<file path="config.mk">
export PLATFORM = sky130hd
export DESIGN_NAME = tlpr_rx_stream
export DESIGN_NICKNAME = d
export VERILOG_FILES = /design/src/logic/tlpr_ecc_byte.sv /design/src/logic/tlpr_rx_stream.sv
export SDC_FILE = /design/constraint.sdc
export NUM_CORES = 1
export LEC_CHECK = 0
export BUFFER_PORTS_ARGS = -buffer_cell sky130_fd_sc_hd__clkbuf_2
export CAP_MARGIN = 25
export CORE_MARGIN = 2
export CORE_UTILIZATION = 60
export CTS_CLUSTER_DIAMETER = 60
export DETAILED_ROUTE_END_ITERATION = 8
export PLACE_DENSITY = 0.78
export SLEW_MARGIN = 25
export SYNTH_ARGS = -nofsm -noshare
export SYNTH_HDL_FRONTEND = slang
export SYNTH_SLANG_ARGS = --single-unit
</file>
<file path="constraint.sdc">
create_clock -name clk -period 27.5 [get_ports clk]
set_clock_uncertainty 0.05 [all_clocks]
set_input_delay 2.75 -clock clk [delete_from_list [all_inputs] [get_ports clk]]
set_output_delay 2.75 -clock clk [all_outputs]
set_load 0.01 [all_outputs]
</file>
<file path="src/logic/tlpr_ecc_byte.sv">
`default_nettype none

package tlpr_pkg;
    localparam int BUS_BITS = 64;
    localparam int BUS_BYTES = BUS_BITS / 8;
    localparam int CHK_BITS = 5;
    localparam int BUF_DEPTH = 8;
    localparam int PTR_BITS = 3;
    localparam int CNT_BITS = 4;
    localparam int ACCEPT_LATENCY = 2;
    localparam int NP_LIMIT_64 = 14;
    localparam int NP_LIMIT_128 = 26;
    localparam int NP_CNT_BITS = 5;
    localparam logic [NP_CNT_BITS-1:0] NP_LIMIT =
        (BUS_BITS == 128) ? NP_CNT_BITS'(NP_LIMIT_128) : NP_CNT_BITS'(NP_LIMIT_64);
    localparam logic [PTR_BITS-1:0] PTR_RESET = 3'h0;
    localparam logic [CNT_BITS-1:0] CNT_RESET = 4'h0;
    localparam logic [CNT_BITS-1:0] CNT_FULL = CNT_BITS'(BUF_DEPTH);
    localparam logic [NP_CNT_BITS-1:0] NP_CNT_RESET = 5'h00;

    typedef enum logic [0:0] {
        ST_PASS = 1'b0,
        ST_DISCARD = 1'b1
    } tlpr_state_e;

    // Hamming check bits plus overall parity for one stored byte
    function automatic logic [CHK_BITS-1:0] tlpr_ecc_encode(input logic [7:0] d);
        logic [3:0] p;
        p[0] = d[0] ^ d[1] ^ d[3] ^ d[4] ^ d[6];
        p[1] = d[0] ^ d[2] ^ d[3] ^ d[5] ^ d[6];
        p[2] = d[1] ^ d[2] ^ d[3] ^ d[7];
        p[3] = d[4] ^ d[5] ^ d[6] ^ d[7];
        return {(^d) ^ (^p), p};
    endfunction
endpackage

module tlpr_ecc_byte (
    input wire logic [7:0] data_in, // Stored byte
    input wire logic [tlpr_pkg::CHK_BITS-1:0] chk_in, // Stored check bits
    output logic [7:0] data_out, // Corrected byte
    output logic single_err, // One bit was wrong and fixed
    output logic double_err // Two bits wrong, not fixable
);
    logic [tlpr_pkg::CHK_BITS-1:0] recomputed;
    logic [3:0] syndrome;
    logic parity_bad;
    logic [7:0] flip_mask;

    // Syndrome and overall parity decide the error class
    assign recomputed = tlpr_pkg::tlpr_ecc_encode(data_in);
    assign syndrome = recomputed[3:0] ^ chk_in[3:0];
    assign parity_bad = (^data_in) ^ (^chk_in);
    assign single_err = parity_bad;
    assign double_err = !parity_bad && (syndrome != 4'h0);
    assign data_out = data_in ^ flip_mask;

    // Syndrome points at the flipped position; check-bit hits leave data alone
    always_comb begin
        flip_mask = 8'h00;
        if (parity_bad) begin
            case (syndrome)
                4'h3: flip_mask = 8'h01;
                4'h5: flip_mask = 8'h02;
                4'h6: flip_mask = 8'h04;
                4'h7: flip_mask = 8'h08;
                4'h9: flip_mask = 8'h10;
                4'hA: flip_mask = 8'h20;
                4'hB: flip_mask = 8'h40;
                4'hC: flip_mask = 8'h80;
                default: flip_mask = 8'h00;
            endcase
        end
    end
endmodule

`default_nettype wire

</file>
<file path="src/logic/tlpr_rx_stream.sv">
// Summary of operation
// [RULE1] Beat-valid falls within 2 cycles after the application drops ready.
// [RULE2] Beat-valid returns within 2 cycles of ready when data waits.
// [RULE3] Beat-valid may gap inside a packet; the application tolerates it.
// [RULE4] Fault output reports uncorrectable buffer ECC errors, only with ECC enabled.
// [RULE5] Buffer ECC fixes single-bit and flags double-bit errors per byte.
// [RULE6] Fault stays high at least one cycle together with beat-valid.
// [RULE7] Error before payload end may cut the packet; valid drops next cycle.
// [RULE8] After a double-bit fault the application should reset the core.
// [RULE9] Hold-off stops new non-posted requests from starting toward the application.
// [RULE10] Non-posted requests already handed over are untouched by hold-off.
// [RULE11] At most 14 (64-bit) or 26 (128-bit) non-posted after hold-off.
// [RULE12] Ready latency is 2: ready on cycle n allows a beat on n+2.
// [RULE13] First beat marked by packet-first, last beat by packet-last, with valid.
// [RULE14] Payload bus is 64 or 128 bits wide, fixed at build time.
// [RULE15] Posted requests and completions keep flowing while hold-off is high; here any queued behind a held non-posted start wait.
// [RULE16] After hold-off drops, resumed non-posted follow the normal handshake.
`default_nettype none

module tlpr_rx_stream (
    input wire logic clk, // 200 MHz core clock
    input wire logic reset, // Synchronous, active high
    input wire logic ecc_enable, // Buffer ECC checking on
    // Transaction layer side
    input wire logic tl_valid, // Beat offered by the transaction layer
    output logic tl_ready, // Buffer has room
    input wire logic [tlpr_pkg::BUS_BITS-1:0] tl_data, // Beat data
    input wire logic tl_first, // First beat of a TLP
    input wire logic tl_last, // Last beat of a TLP
    input wire logic tl_nonposted, // TLP is a non-posted request
    input wire logic [tlpr_pkg::BUS_BITS-1:0] tl_fault_inject, // Bits flipped on store
    output logic tl_np_stall, // Do not offer new non-posted TLPs
    // Application side
    input wire logic app_accept_ready, // Application can take beats
    input wire logic nonposted_holdoff, // Application asks to hold non-posted
    output logic rx_beat_valid, // Beat present
    output logic [tlpr_pkg::BUS_BITS-1:0] rx_payload_bus, // Beat data
    output logic rx_packet_first, // First beat of packet
    output logic rx_packet_last, // Last beat of packet
    output logic rx_buffer_ecc_fault // Uncorrectable buffer error
);
    localparam int BB = tlpr_pkg::BUS_BYTES;
    localparam int CB = tlpr_pkg::CHK_BITS;

    // Receive buffer entries, flip-flop storage
    logic [tlpr_pkg::BUS_BITS-1:0] mem_data [tlpr_pkg::BUF_DEPTH];
    logic [BB*CB-1:0] mem_chk [tlpr_pkg::BUF_DEPTH];
    logic mem_first [tlpr_pkg::BUF_DEPTH];
    logic mem_last [tlpr_pkg::BUF_DEPTH];
    logic mem_np [tlpr_pkg::BUF_DEPTH];

    // Buffer pointers, occupancy and control state
    logic [tlpr_pkg::PTR_BITS-1:0] wr_ptr;
    logic [tlpr_pkg::PTR_BITS-1:0] rd_ptr;
    logic [tlpr_pkg::CNT_BITS-1:0] count;
    logic [tlpr_pkg::CNT_BITS-1:0] next_count;
    logic [tlpr_pkg::NP_CNT_BITS-1:0] np_count;
    logic ready_d1;
    tlpr_pkg::tlpr_state_e state;
    tlpr_pkg::tlpr_state_e next_state;

    // Head-of-buffer decode and handshake nets
    logic [BB*CB-1:0] enc_chk;
    logic [tlpr_pkg::BUS_BITS-1:0] head_raw;
    logic [tlpr_pkg::BUS_BITS-1:0] head_fixed;
    logic [tlpr_pkg::BUS_BITS-1:0] head_out;
    logic [BB-1:0] byte_double;
    logic head_first;
    logic head_last;
    logic head_np;
    logic head_uncorr;
    logic buf_empty;
    logic np_block;
    logic can_present;
    logic pop;
    logic push;
    logic truncate;
    logic in_pass;
    logic np_start;
    logic np_at_limit;
    logic beat_end;
    logic discard_pop;

    // Per-byte encode on store and decode at the buffer head
    assign head_raw = mem_data[rd_ptr];
    generate
        for (genvar b = 0; b < BB; b++) begin : g_byte
            assign enc_chk[b*CB +: CB] = tlpr_pkg::tlpr_ecc_encode(tl_data[b*8 +: 8]);
            tlpr_ecc_byte u_dec (
                .data_in(head_raw[b*8 +: 8]),
                .chk_in(mem_chk[rd_ptr][b*CB +: CB]),
                .data_out(head_fixed[b*8 +: 8]),
                .single_err(), // Repaired in place, nothing to report
                .double_err(byte_double[b])
            ); // [RULE5]
        end
    endgenerate

    // Head decode; with ECC off the raw word passes and no fault is raised
    // A byte with two flipped bits cannot be repaired, so the beat is flagged
    assign head_first = mem_first[rd_ptr];
    assign head_last = mem_last[rd_ptr];
    assign head_np = mem_np[rd_ptr];
    assign head_out = ecc_enable ? head_fixed : head_raw; // [RULE5]
    assign head_uncorr = ecc_enable && (|byte_double); // [RULE4]
    assign buf_empty = (count == tlpr_pkg::CNT_RESET);
    assign beat_end = head_last || head_uncorr; // [RULE7]
    assign in_pass = (state == tlpr_pkg::ST_PASS);
    assign discard_pop = (state == tlpr_pkg::ST_DISCARD) && !buf_empty;

    // Non-posted start at the head, and whether the hold-off budget is spent
    assign np_start = head_first && head_np;
    assign np_at_limit = (np_count >= tlpr_pkg::NP_LIMIT); // [RULE11]

    // Only a non-posted start at the head is held, and only at the limit,
    // so posted and completion traffic keeps moving in the normal case
    assign np_block = nonposted_holdoff && np_start && np_at_limit; // [RULE11] [RULE15]

    // A beat goes out only on a ready cycle, two after the ready sample
    assign can_present = in_pass && ready_d1 &&
                         !buf_empty && !np_block; // [RULE12] [RULE1] [RULE2] [RULE3]
    assign pop = can_present || discard_pop;
    assign push = tl_valid && tl_ready;
    assign truncate = can_present && head_uncorr && !head_last; // [RULE7]
    assign next_count = count + tlpr_pkg::CNT_BITS'(push) - tlpr_pkg::CNT_BITS'(pop);

    // Truncated packets drain their remaining beats unseen; draining
    // ignores ready, since nothing from them reaches the application
    always_comb begin
        next_state = state;
        case (state)
            tlpr_pkg::ST_PASS: begin
                if (truncate) begin
                    next_state = tlpr_pkg::ST_DISCARD; // [RULE7]
                end
            end
            tlpr_pkg::ST_DISCARD: begin
                if (pop && head_last) begin
                    next_state = tlpr_pkg::ST_PASS;
                end
            end
            default: next_state = tlpr_pkg::ST_PASS;
        endcase
    end

    // Buffer storage, no reset needed on the data
    // Check bits come from the clean beat, so an injected flip acts as an upset
    always_ff @(posedge clk) begin
        if (push) begin
            mem_data[wr_ptr] <= tl_data ^ tl_fault_inject;
            mem_chk[wr_ptr] <= enc_chk;
            mem_first[wr_ptr] <= tl_first;
            mem_last[wr_ptr] <= tl_last;
            mem_np[wr_ptr] <= tl_nonposted;
        end
    end

    // Pointers, occupancy, state and back-pressure
    always_ff @(posedge clk) begin
        if (reset) begin
            wr_ptr <= tlpr_pkg::PTR_RESET;
            rd_ptr <= tlpr_pkg::PTR_RESET;
            count <= tlpr_pkg::CNT_RESET;
            state <= tlpr_pkg::ST_PASS;
            tl_ready <= 1'b0;
        end else begin
            wr_ptr <= wr_ptr + tlpr_pkg::PTR_BITS'(push);
            rd_ptr <= rd_ptr + tlpr_pkg::PTR_BITS'(pop);
            count <= next_count;
            state <= next_state;
            tl_ready <= (next_count != tlpr_pkg::CNT_FULL);
        end
    end

    // Hold-off: stall new non-posted at the source from the next cycle; entries
    // already buffered still flow, counted against the limit
    always_ff @(posedge clk) begin
        if (reset) begin
            tl_np_stall <= 1'b0;
            np_count <= tlpr_pkg::NP_CNT_RESET;
        end else begin
            tl_np_stall <= nonposted_holdoff; // [RULE9] [RULE10]
            if (!nonposted_holdoff) begin
                np_count <= tlpr_pkg::NP_CNT_RESET; // [RULE16]
            end else if (can_present && np_start) begin
                np_count <= np_count + 5'h01; // [RULE11]
            end
        end
    end

    // Ready sample: first of the two latency stages, the output flop is the second
    always_ff @(posedge clk) begin
        if (reset) begin
            ready_d1 <= 1'b0;
        end else begin
            ready_d1 <= app_accept_ready; // [RULE12]
        end
    end

    // Registered beat flags; all are low between beats
    always_ff @(posedge clk) begin
        if (reset) begin
            rx_beat_valid <= 1'b0;
            rx_packet_first <= 1'b0;
            rx_packet_last <= 1'b0;
            rx_buffer_ecc_fault <= 1'b0;
        end else begin
            rx_beat_valid <= can_present; // [RULE1] [RULE2]
            rx_packet_first <= can_present && head_first; // [RULE13]
            rx_packet_last <= can_present && beat_end; // [RULE13] [RULE7]
            rx_buffer_ecc_fault <= can_present && head_uncorr; // [RULE4] [RULE6]
        end
    end

    // Payload holds the last beat between beats, which saves toggling a wide bus
    always_ff @(posedge clk) begin
        if (reset) begin
            rx_payload_bus <= '0;
        end else if (can_present) begin
            rx_payload_bus <= head_out; // [RULE14]
        end
    end
endmodule

`default_nettype wire

</file>
Yosys cells after proc, flatten, opt, wreduce, memory -nomap -nowiden
Memory sizes are Yosys's and may differ from the RTL's. A register that Yosys moved wholly into a read port is not among the register bits. Cells that the tools add are included.

Flip-flop bits (word level): 87. RAM bits: 856. Memory bits (read-only): 1024. Input port bits: 137. Output and inout bits: 70. Memories: 13.

Memories: mem_data (depth 8, bits a word 64, rd ports 1, clocked after memory_dff 1, write ports 1, RTL line tlpr_rx_stream.sv:46) `logic [tlpr_pkg::BUS_BITS-1:0] mem_data [tlpr_pkg::BUF_DEPTH];`; mem_chk (depth 8, bits a word 40, rd ports 1, clocked after memory_dff 1, write ports 1, RTL line tlpr_rx_stream.sv:47) `logic [BB*CB-1:0] mem_chk [tlpr_pkg::BUF_DEPTH];`; (no name shown) (depth 16, bits a word 8, rd ports 1, clocked after memory_dff 0, write ports 0, RTL line tlpr_ecc_byte.sv:61) `case (syndrome)`; (no name shown) (depth 16, bits a word 8, rd ports 1, clocked after memory_dff 0, write ports 0, RTL line tlpr_ecc_byte.sv:61); (no name shown) (depth 16, bits a word 8, rd ports 1, clocked after memory_dff 0, write ports 0, RTL line tlpr_ecc_byte.sv:61); (no name shown) (depth 16, bits a word 8, rd ports 1, clocked after memory_dff 0, write ports 0, RTL line tlpr_ecc_byte.sv:61); 7 more memories.

Add/sub/neg operators: 5. Magnitude comparators: 1. Equality and inequality tests: 1. Muxes and demuxes: 19. Bitwise gates (word level): 259. Reduce and logical (&&, ||, !) cells: 79.

Operators with widths (number): bitwise XOR 1 bit (240); parity 8 bit (16); 2-to-1 mux 64 bit (1); 2-to-1 mux 8 bit (8); bitwise XOR 64 bit (1); bitwise XOR 8 bit (8); parity 5 bit (8); nonzero test 4 bit (8); parity 4 bit (8); bitwise XOR 4 bit (8); logical AND 1 bit (23); 2-to-1 mux 3 bit (5); logical NOT 1 bit (11); OR reduction 8 bit (1); adder 3 x 1 -> 3 bit (2); adder 5 x 1 -> 5 bit (second input constant) (1); >= comparator 5 x 4 -> 1 bit (second input constant) (1); adder 4 x 1 -> 4 bit (1); logical NOT 4 bit (1); 2-to-1 mux 1 bit (4); != test 4 bit (second input constant) (1); subtractor 4 x 1 -> 4 bit (1); logical OR 1 bit (2); inverter 1 bit (2); other kinds (2) (2).

Longest topological paths before layout
Depth after elaboration: 13. Gate-level depth with buffers: 20. Depth with buffers taken out: 14.

Modules after synthesis
Synthesis repeated with hierarchy kept, for this count alone.

Cell total of the unflattened synthesis: 2599. Area, all modules: 41646.2 um2.

Modules (own cells, without submodules): tlpr_rx_stream (times used 1, cells each 2247, area an instance 38192.9 um2, sequential area each 27446.3 um2); tlpr_ecc_byte (times used 8, cells each 44, area an instance 431.7 um2, sequential area each 0.0 um2).

Worst setup path after synthesis
OpenSTA, ideal clock, no wires.

Path type: input to register. Start point: input tl_valid. End point: memory mem_chk[0][0] (netlist name), enable pin. Library setup time: 0.704 ns. Data arrival time: 10.230 ns. Required time: 26.746 ns. Path slack: 16.516 ns. Stages: 4. Path buffers: 0. Path through: nand2_1 > inv_1 > nand2b_1 > nor3_1.

Longest elaborated chain between the ends: 3.

RTL lines: start: declaration (RTL line tlpr_rx_stream.sv:25) `input wire logic tl_valid,`; logical AND 1 bit (RTL line tlpr_rx_stream.sv:123) `assign push = tl_valid && tl_ready;`; 2-to-1 mux 1 bit (RTL line tlpr_rx_stream.sv:149) `if (push) begin`; 2-to-1 mux 1 bit (implied by the code) (RTL line tlpr_rx_stream.sv:151) `mem_chk[wr_ptr] <= enc_chk;`; end: declaration (RTL line tlpr_rx_stream.sv:47).

Every way passes these cells.

==> results.md <==
- The kind of capture point of the worst setup path is a flip-flop.
- The detailed-route wire length per cell is about 26 um.
- The flow ran to the end, and the final reports show no timing, DRC or antenna violations.
- The portion of the post-synthesis area used by sequential elements is 66.0%.
- The die is around 270 um wide.
- The initial core utilization is approximately 60%.
- The area of combinational cells with multiple inputs is 13600 um2.
- Leaving out fill and tap cells, the most frequent cell in the layout is edfxtp_1.
- The final period demand of the worst path is 5.97 ns.
- The instance count after placement with tap cells included is 3422.
- The die covers between 70000 and 80000 um2.
- Gates resized during post-CTS repair numbered 0.
- The wire length after detailed routing is 91900 um.
- The flop and latch count out of synthesis is 943.
- The I/O pin count is 207.
- The number of antenna diodes in the final layout is 0.
- Synthesis handed over a netlist of around 2300 instances.
- For this block, the via count after detailed routing is 22000.
- The first-pass GRT wire length is 137000 um.
- Summing all flip-flop and latch instances after layout gives between 20000 and 30000 um2.
- The max-slew violation count came to 0.
- In this run the vertical extent of the chip is roughly 270 um.
- Across all register-to-register paths, the minimum setup slack is ~22 ns.
- The synthesized netlist net count is between 2000 and 2500.
- The maximum VDD drop is 0.0766 mV.
- Dividing total power by cell area gives a power density of ~95 nW/um2.
- The final hold violation count was 0.
- Summed over its instances, the top area cell type makes up just over 60% of the synthesized netlist area.
- Measured on the finished design, the core utilization comes to 68.1%.
- In this run the tightest slew margin relative to its limit is between 20% and 30%.
- The worst path uses between 20% and 30% of the clock period.
- The number of antenna violations at the first check in global routing is 4.
- Yosys mapped the design onto 60 distinct sky130hd cell types.
- The sort of element at the start of the critical path is a flip-flop.
- In this design, the stage delay of the slowest critical-path cell is about 0.80 ns.
- Setup repair after global routing left no endpoint under its margin.
- Entering global routing, the biggest net connects roughly 120 pins.
- The worst path required time is 27.96 ns.
- The ratio of cells with drive above 1 in the final layout is around 24%.
- By area the synthesized netlist is led by edfxtp_1 62%, mux4_2 12%, xnor2_1 5.7%, dfxtp_1 4.2%, xor2_1 4.2%.
- The critical path contains buffers and inverters numbering 2 combined.
- After filler insertion, the fill cell instance count of the layout stands at 4405.
- The hold buffer count at cts is 0.
- The global route total overflow is 0.
- The max-cap check violation count is 0.
- The detailed-placement wirelength estimate is 57000 um.
- The final setup TNS is 0 ns.
- For this run, asynchronously set or reset flops after synthesis account for 0%.
- The number of nets at the end of the flow is 2735.
- Summed over all cells, the static leakage comes to between 15 and 20 nW.
- At the worst endpoint, the arrival time is 6.43 ns.
- The detailed router finished its first iteration with 1710 violations.
- The number of global-route vias before repair is 22300.
- Setup violations remaining at the end of the flow were counted as 0.
- The most frequently used flop master after synthesis is edfxtp_1.
- The slowest cell on the critical path is dfxtp_4.
- The clock tree synthesis step divided the H-tree into 3 levels.
- In this run the remaining antenna-violating nets after routing total 0.
- The biggest area contributor in the post-synthesis netlist is edfxtp_1.
- The clock root buffer master is clkbuf_16.
- The number of buffers added for setup after CTS is 0.
- Along the worst path, the maximum fanout reaches about 100.
- The number of non-filler instances in the completed layout is approximately 3600.
- The cell family with the largest share of critical-path delay is buffers and inverters.
- Clock-pin slew was measured on the worst setup and hold paths at ~0.06 ns.
- The count of unresolved DRC violations after routing is 0.
- The classification of the worst setup path is flip-flop to flip-flop.
- Counting along the longest clock path gives a buffer depth of 3.
- The classification of the worst-slack hold path is flip-flop to flip-flop.
- Leaving out fill and tap cells, the most frequent cells in the layout are 856 x edfxtp_1, 271 x xnor2_1, 225 x mux4_2, 206 x clkbuf_2, 198 x xor2_1.
- In this run the standard cell core region covers slightly below 70000 um2.
- The number of buffers added by the clock tree synthesis step is 93.
- The number of enable-type register cells in the synthesized netlist is around 860.
- Walking the worst path, the cells encountered are buf_4 > buf_12 > mux4_1 > mux2i_1 > xnor2_1 > xor3_1 > or2_1 > nor3_1 > nor2_1 > or4_1 > o31ai_2 > o21ai_1.
- During placement, the flow inserted port buffers numbering between 200 and 250.
- The count of yosys warnings during synthesis is 0.
- In this run the cell area of the synthesized design comes to between 40000 and 50000 um2.
- The first detailed-routing pass ran for 5 iterations.
- The via-per-instance ratio is 6.13.
- Relative to the synthesized area, the layout overhead comes to 12.4%.
- The mean post-synth cell area is roughly 18 um2.
- The total routing usage reported by global routing is a little over a quarter.
- The final estimated routing congestion in global placement is 0.862.
- Once placement finished, the instance area stood at roughly 44000 um2.
- The number of rows created at floorplan is 96.
- The CTS tree is built.
- The summed area of non-filler cells in the final layout is ~47000 um2.
- The actual transition at the worst max-transition pin is approximately 1.1 ns.
- Power comes to 0.00443 W.
- The clock drives 943 sinks.
- For the worst-skew pair, the clock arrives at the later sink with an insertion delay of around 0.66 ns.
- Derived from the worst setup path, the maximum achievable clock frequency is roughly 0.17 GHz.
sequential cells by signal, summed over array words and instances, names as in the netlist:
register	cells
tl_ready	1
rx_beat_valid	1
tl_np_stall	1
rx_payload_bus	64
mem_chk	320
state	1
rd_ptr	3
wr_ptr	3
rx_packet_last	1
mem_first	8
count	4
np_count	5
mem_data	512
rx_packet_first	1
mem_np	8
ready_d1	1
mem_last	8
rx_buffer_ecc_fault	1
per-layer routing:
layer  GRT usage [%]  part of all wire [%]  vias up
met5               0                 0.060        -
met2            42.7                    49      914
li1                -                     -     9603
met1            35.5                    39    11300
met3            6.27                   8.6      183
met4            8.12                   2.9        8
cell families after synthesis:
group | Yosys count | synth area share, %
buffers and inverters | 111 | 1.54
and+or+nand+nor | 310 | 3.74
AOI/OAI and AO/OA | 132 | 1.95
adders and majority gates | 12 | 0.379
xor gates and xnor gates | 486 | 10.7
DFF | 943 | 66.0
muxes | 345 | 15.7
worst register-to-register path, stage by stage (launching register included):
cell and delay, ns:
dfxtp_4 0.80, buf_4 0.66, buf_12 0.72, mux4_1 0.74, mux2i_1 0.40, xnor2_1 0.26, xor3_1 0.53, or2_1 0.30
nor3_1 0.15, nor2_1 0.07, or4_1 0.62, o31ai_2 0.44, o21ai_1 0.11
cell type report:
| class | instances | share of cell area, % |
|---|---|---|
| tap | 931 | 2.49 |
| sequential | 943 | 58.8 |
| clock inverter | 53 | 1.28 |
| inverter | 22 | 0.177 |
| clock buffer | 120 | 5.42 |
| timing repair buffer | 241 | 2.82 |
| multi-input combinational | 1285 | 29.0 |
worst paths after layout:
kind | start | cells past startpoint | end
max | rd_ptr[0] | 12 | state
min reg2reg | rx_payload_bus[23] | 2 | rx_payload_bus[23]
max reg2reg | rd_ptr[0] | 12 | state
min | rx_payload_bus[23] | 2 | rx_payload_bus[23]
report_power, final:
group          total [W]  switching [W]  internal, W
Sequential       0.00175      0.0000488      0.00170
Clock            0.00128       0.000530     0.000748
Combinational    0.00140       0.000847     0.000555
stage by stage:
step                setup slack (ns)  hold WS [ns]
floorplan                      16.52         0.385
global placement               21.52         0.394
detailed placement             21.48         0.402
CTS                            21.47         0.409
global route                   21.16         0.438
finish                         21.53         0.406
synthesized netlist by cell type (25+ instances only):
cell and count:
nor2_1 31, edfxtp_1 856, buf_2 31, dfxtp_1 87
xor2_1 198, xnor2_1 272, or3_1 45, clkbuf_1 25
o21ai_0 45, nand3_1 38, a21oi_1 49, mux2i_1 98
nand2_1 106, mux4_2 225
(Power assumes the default switching activity.)
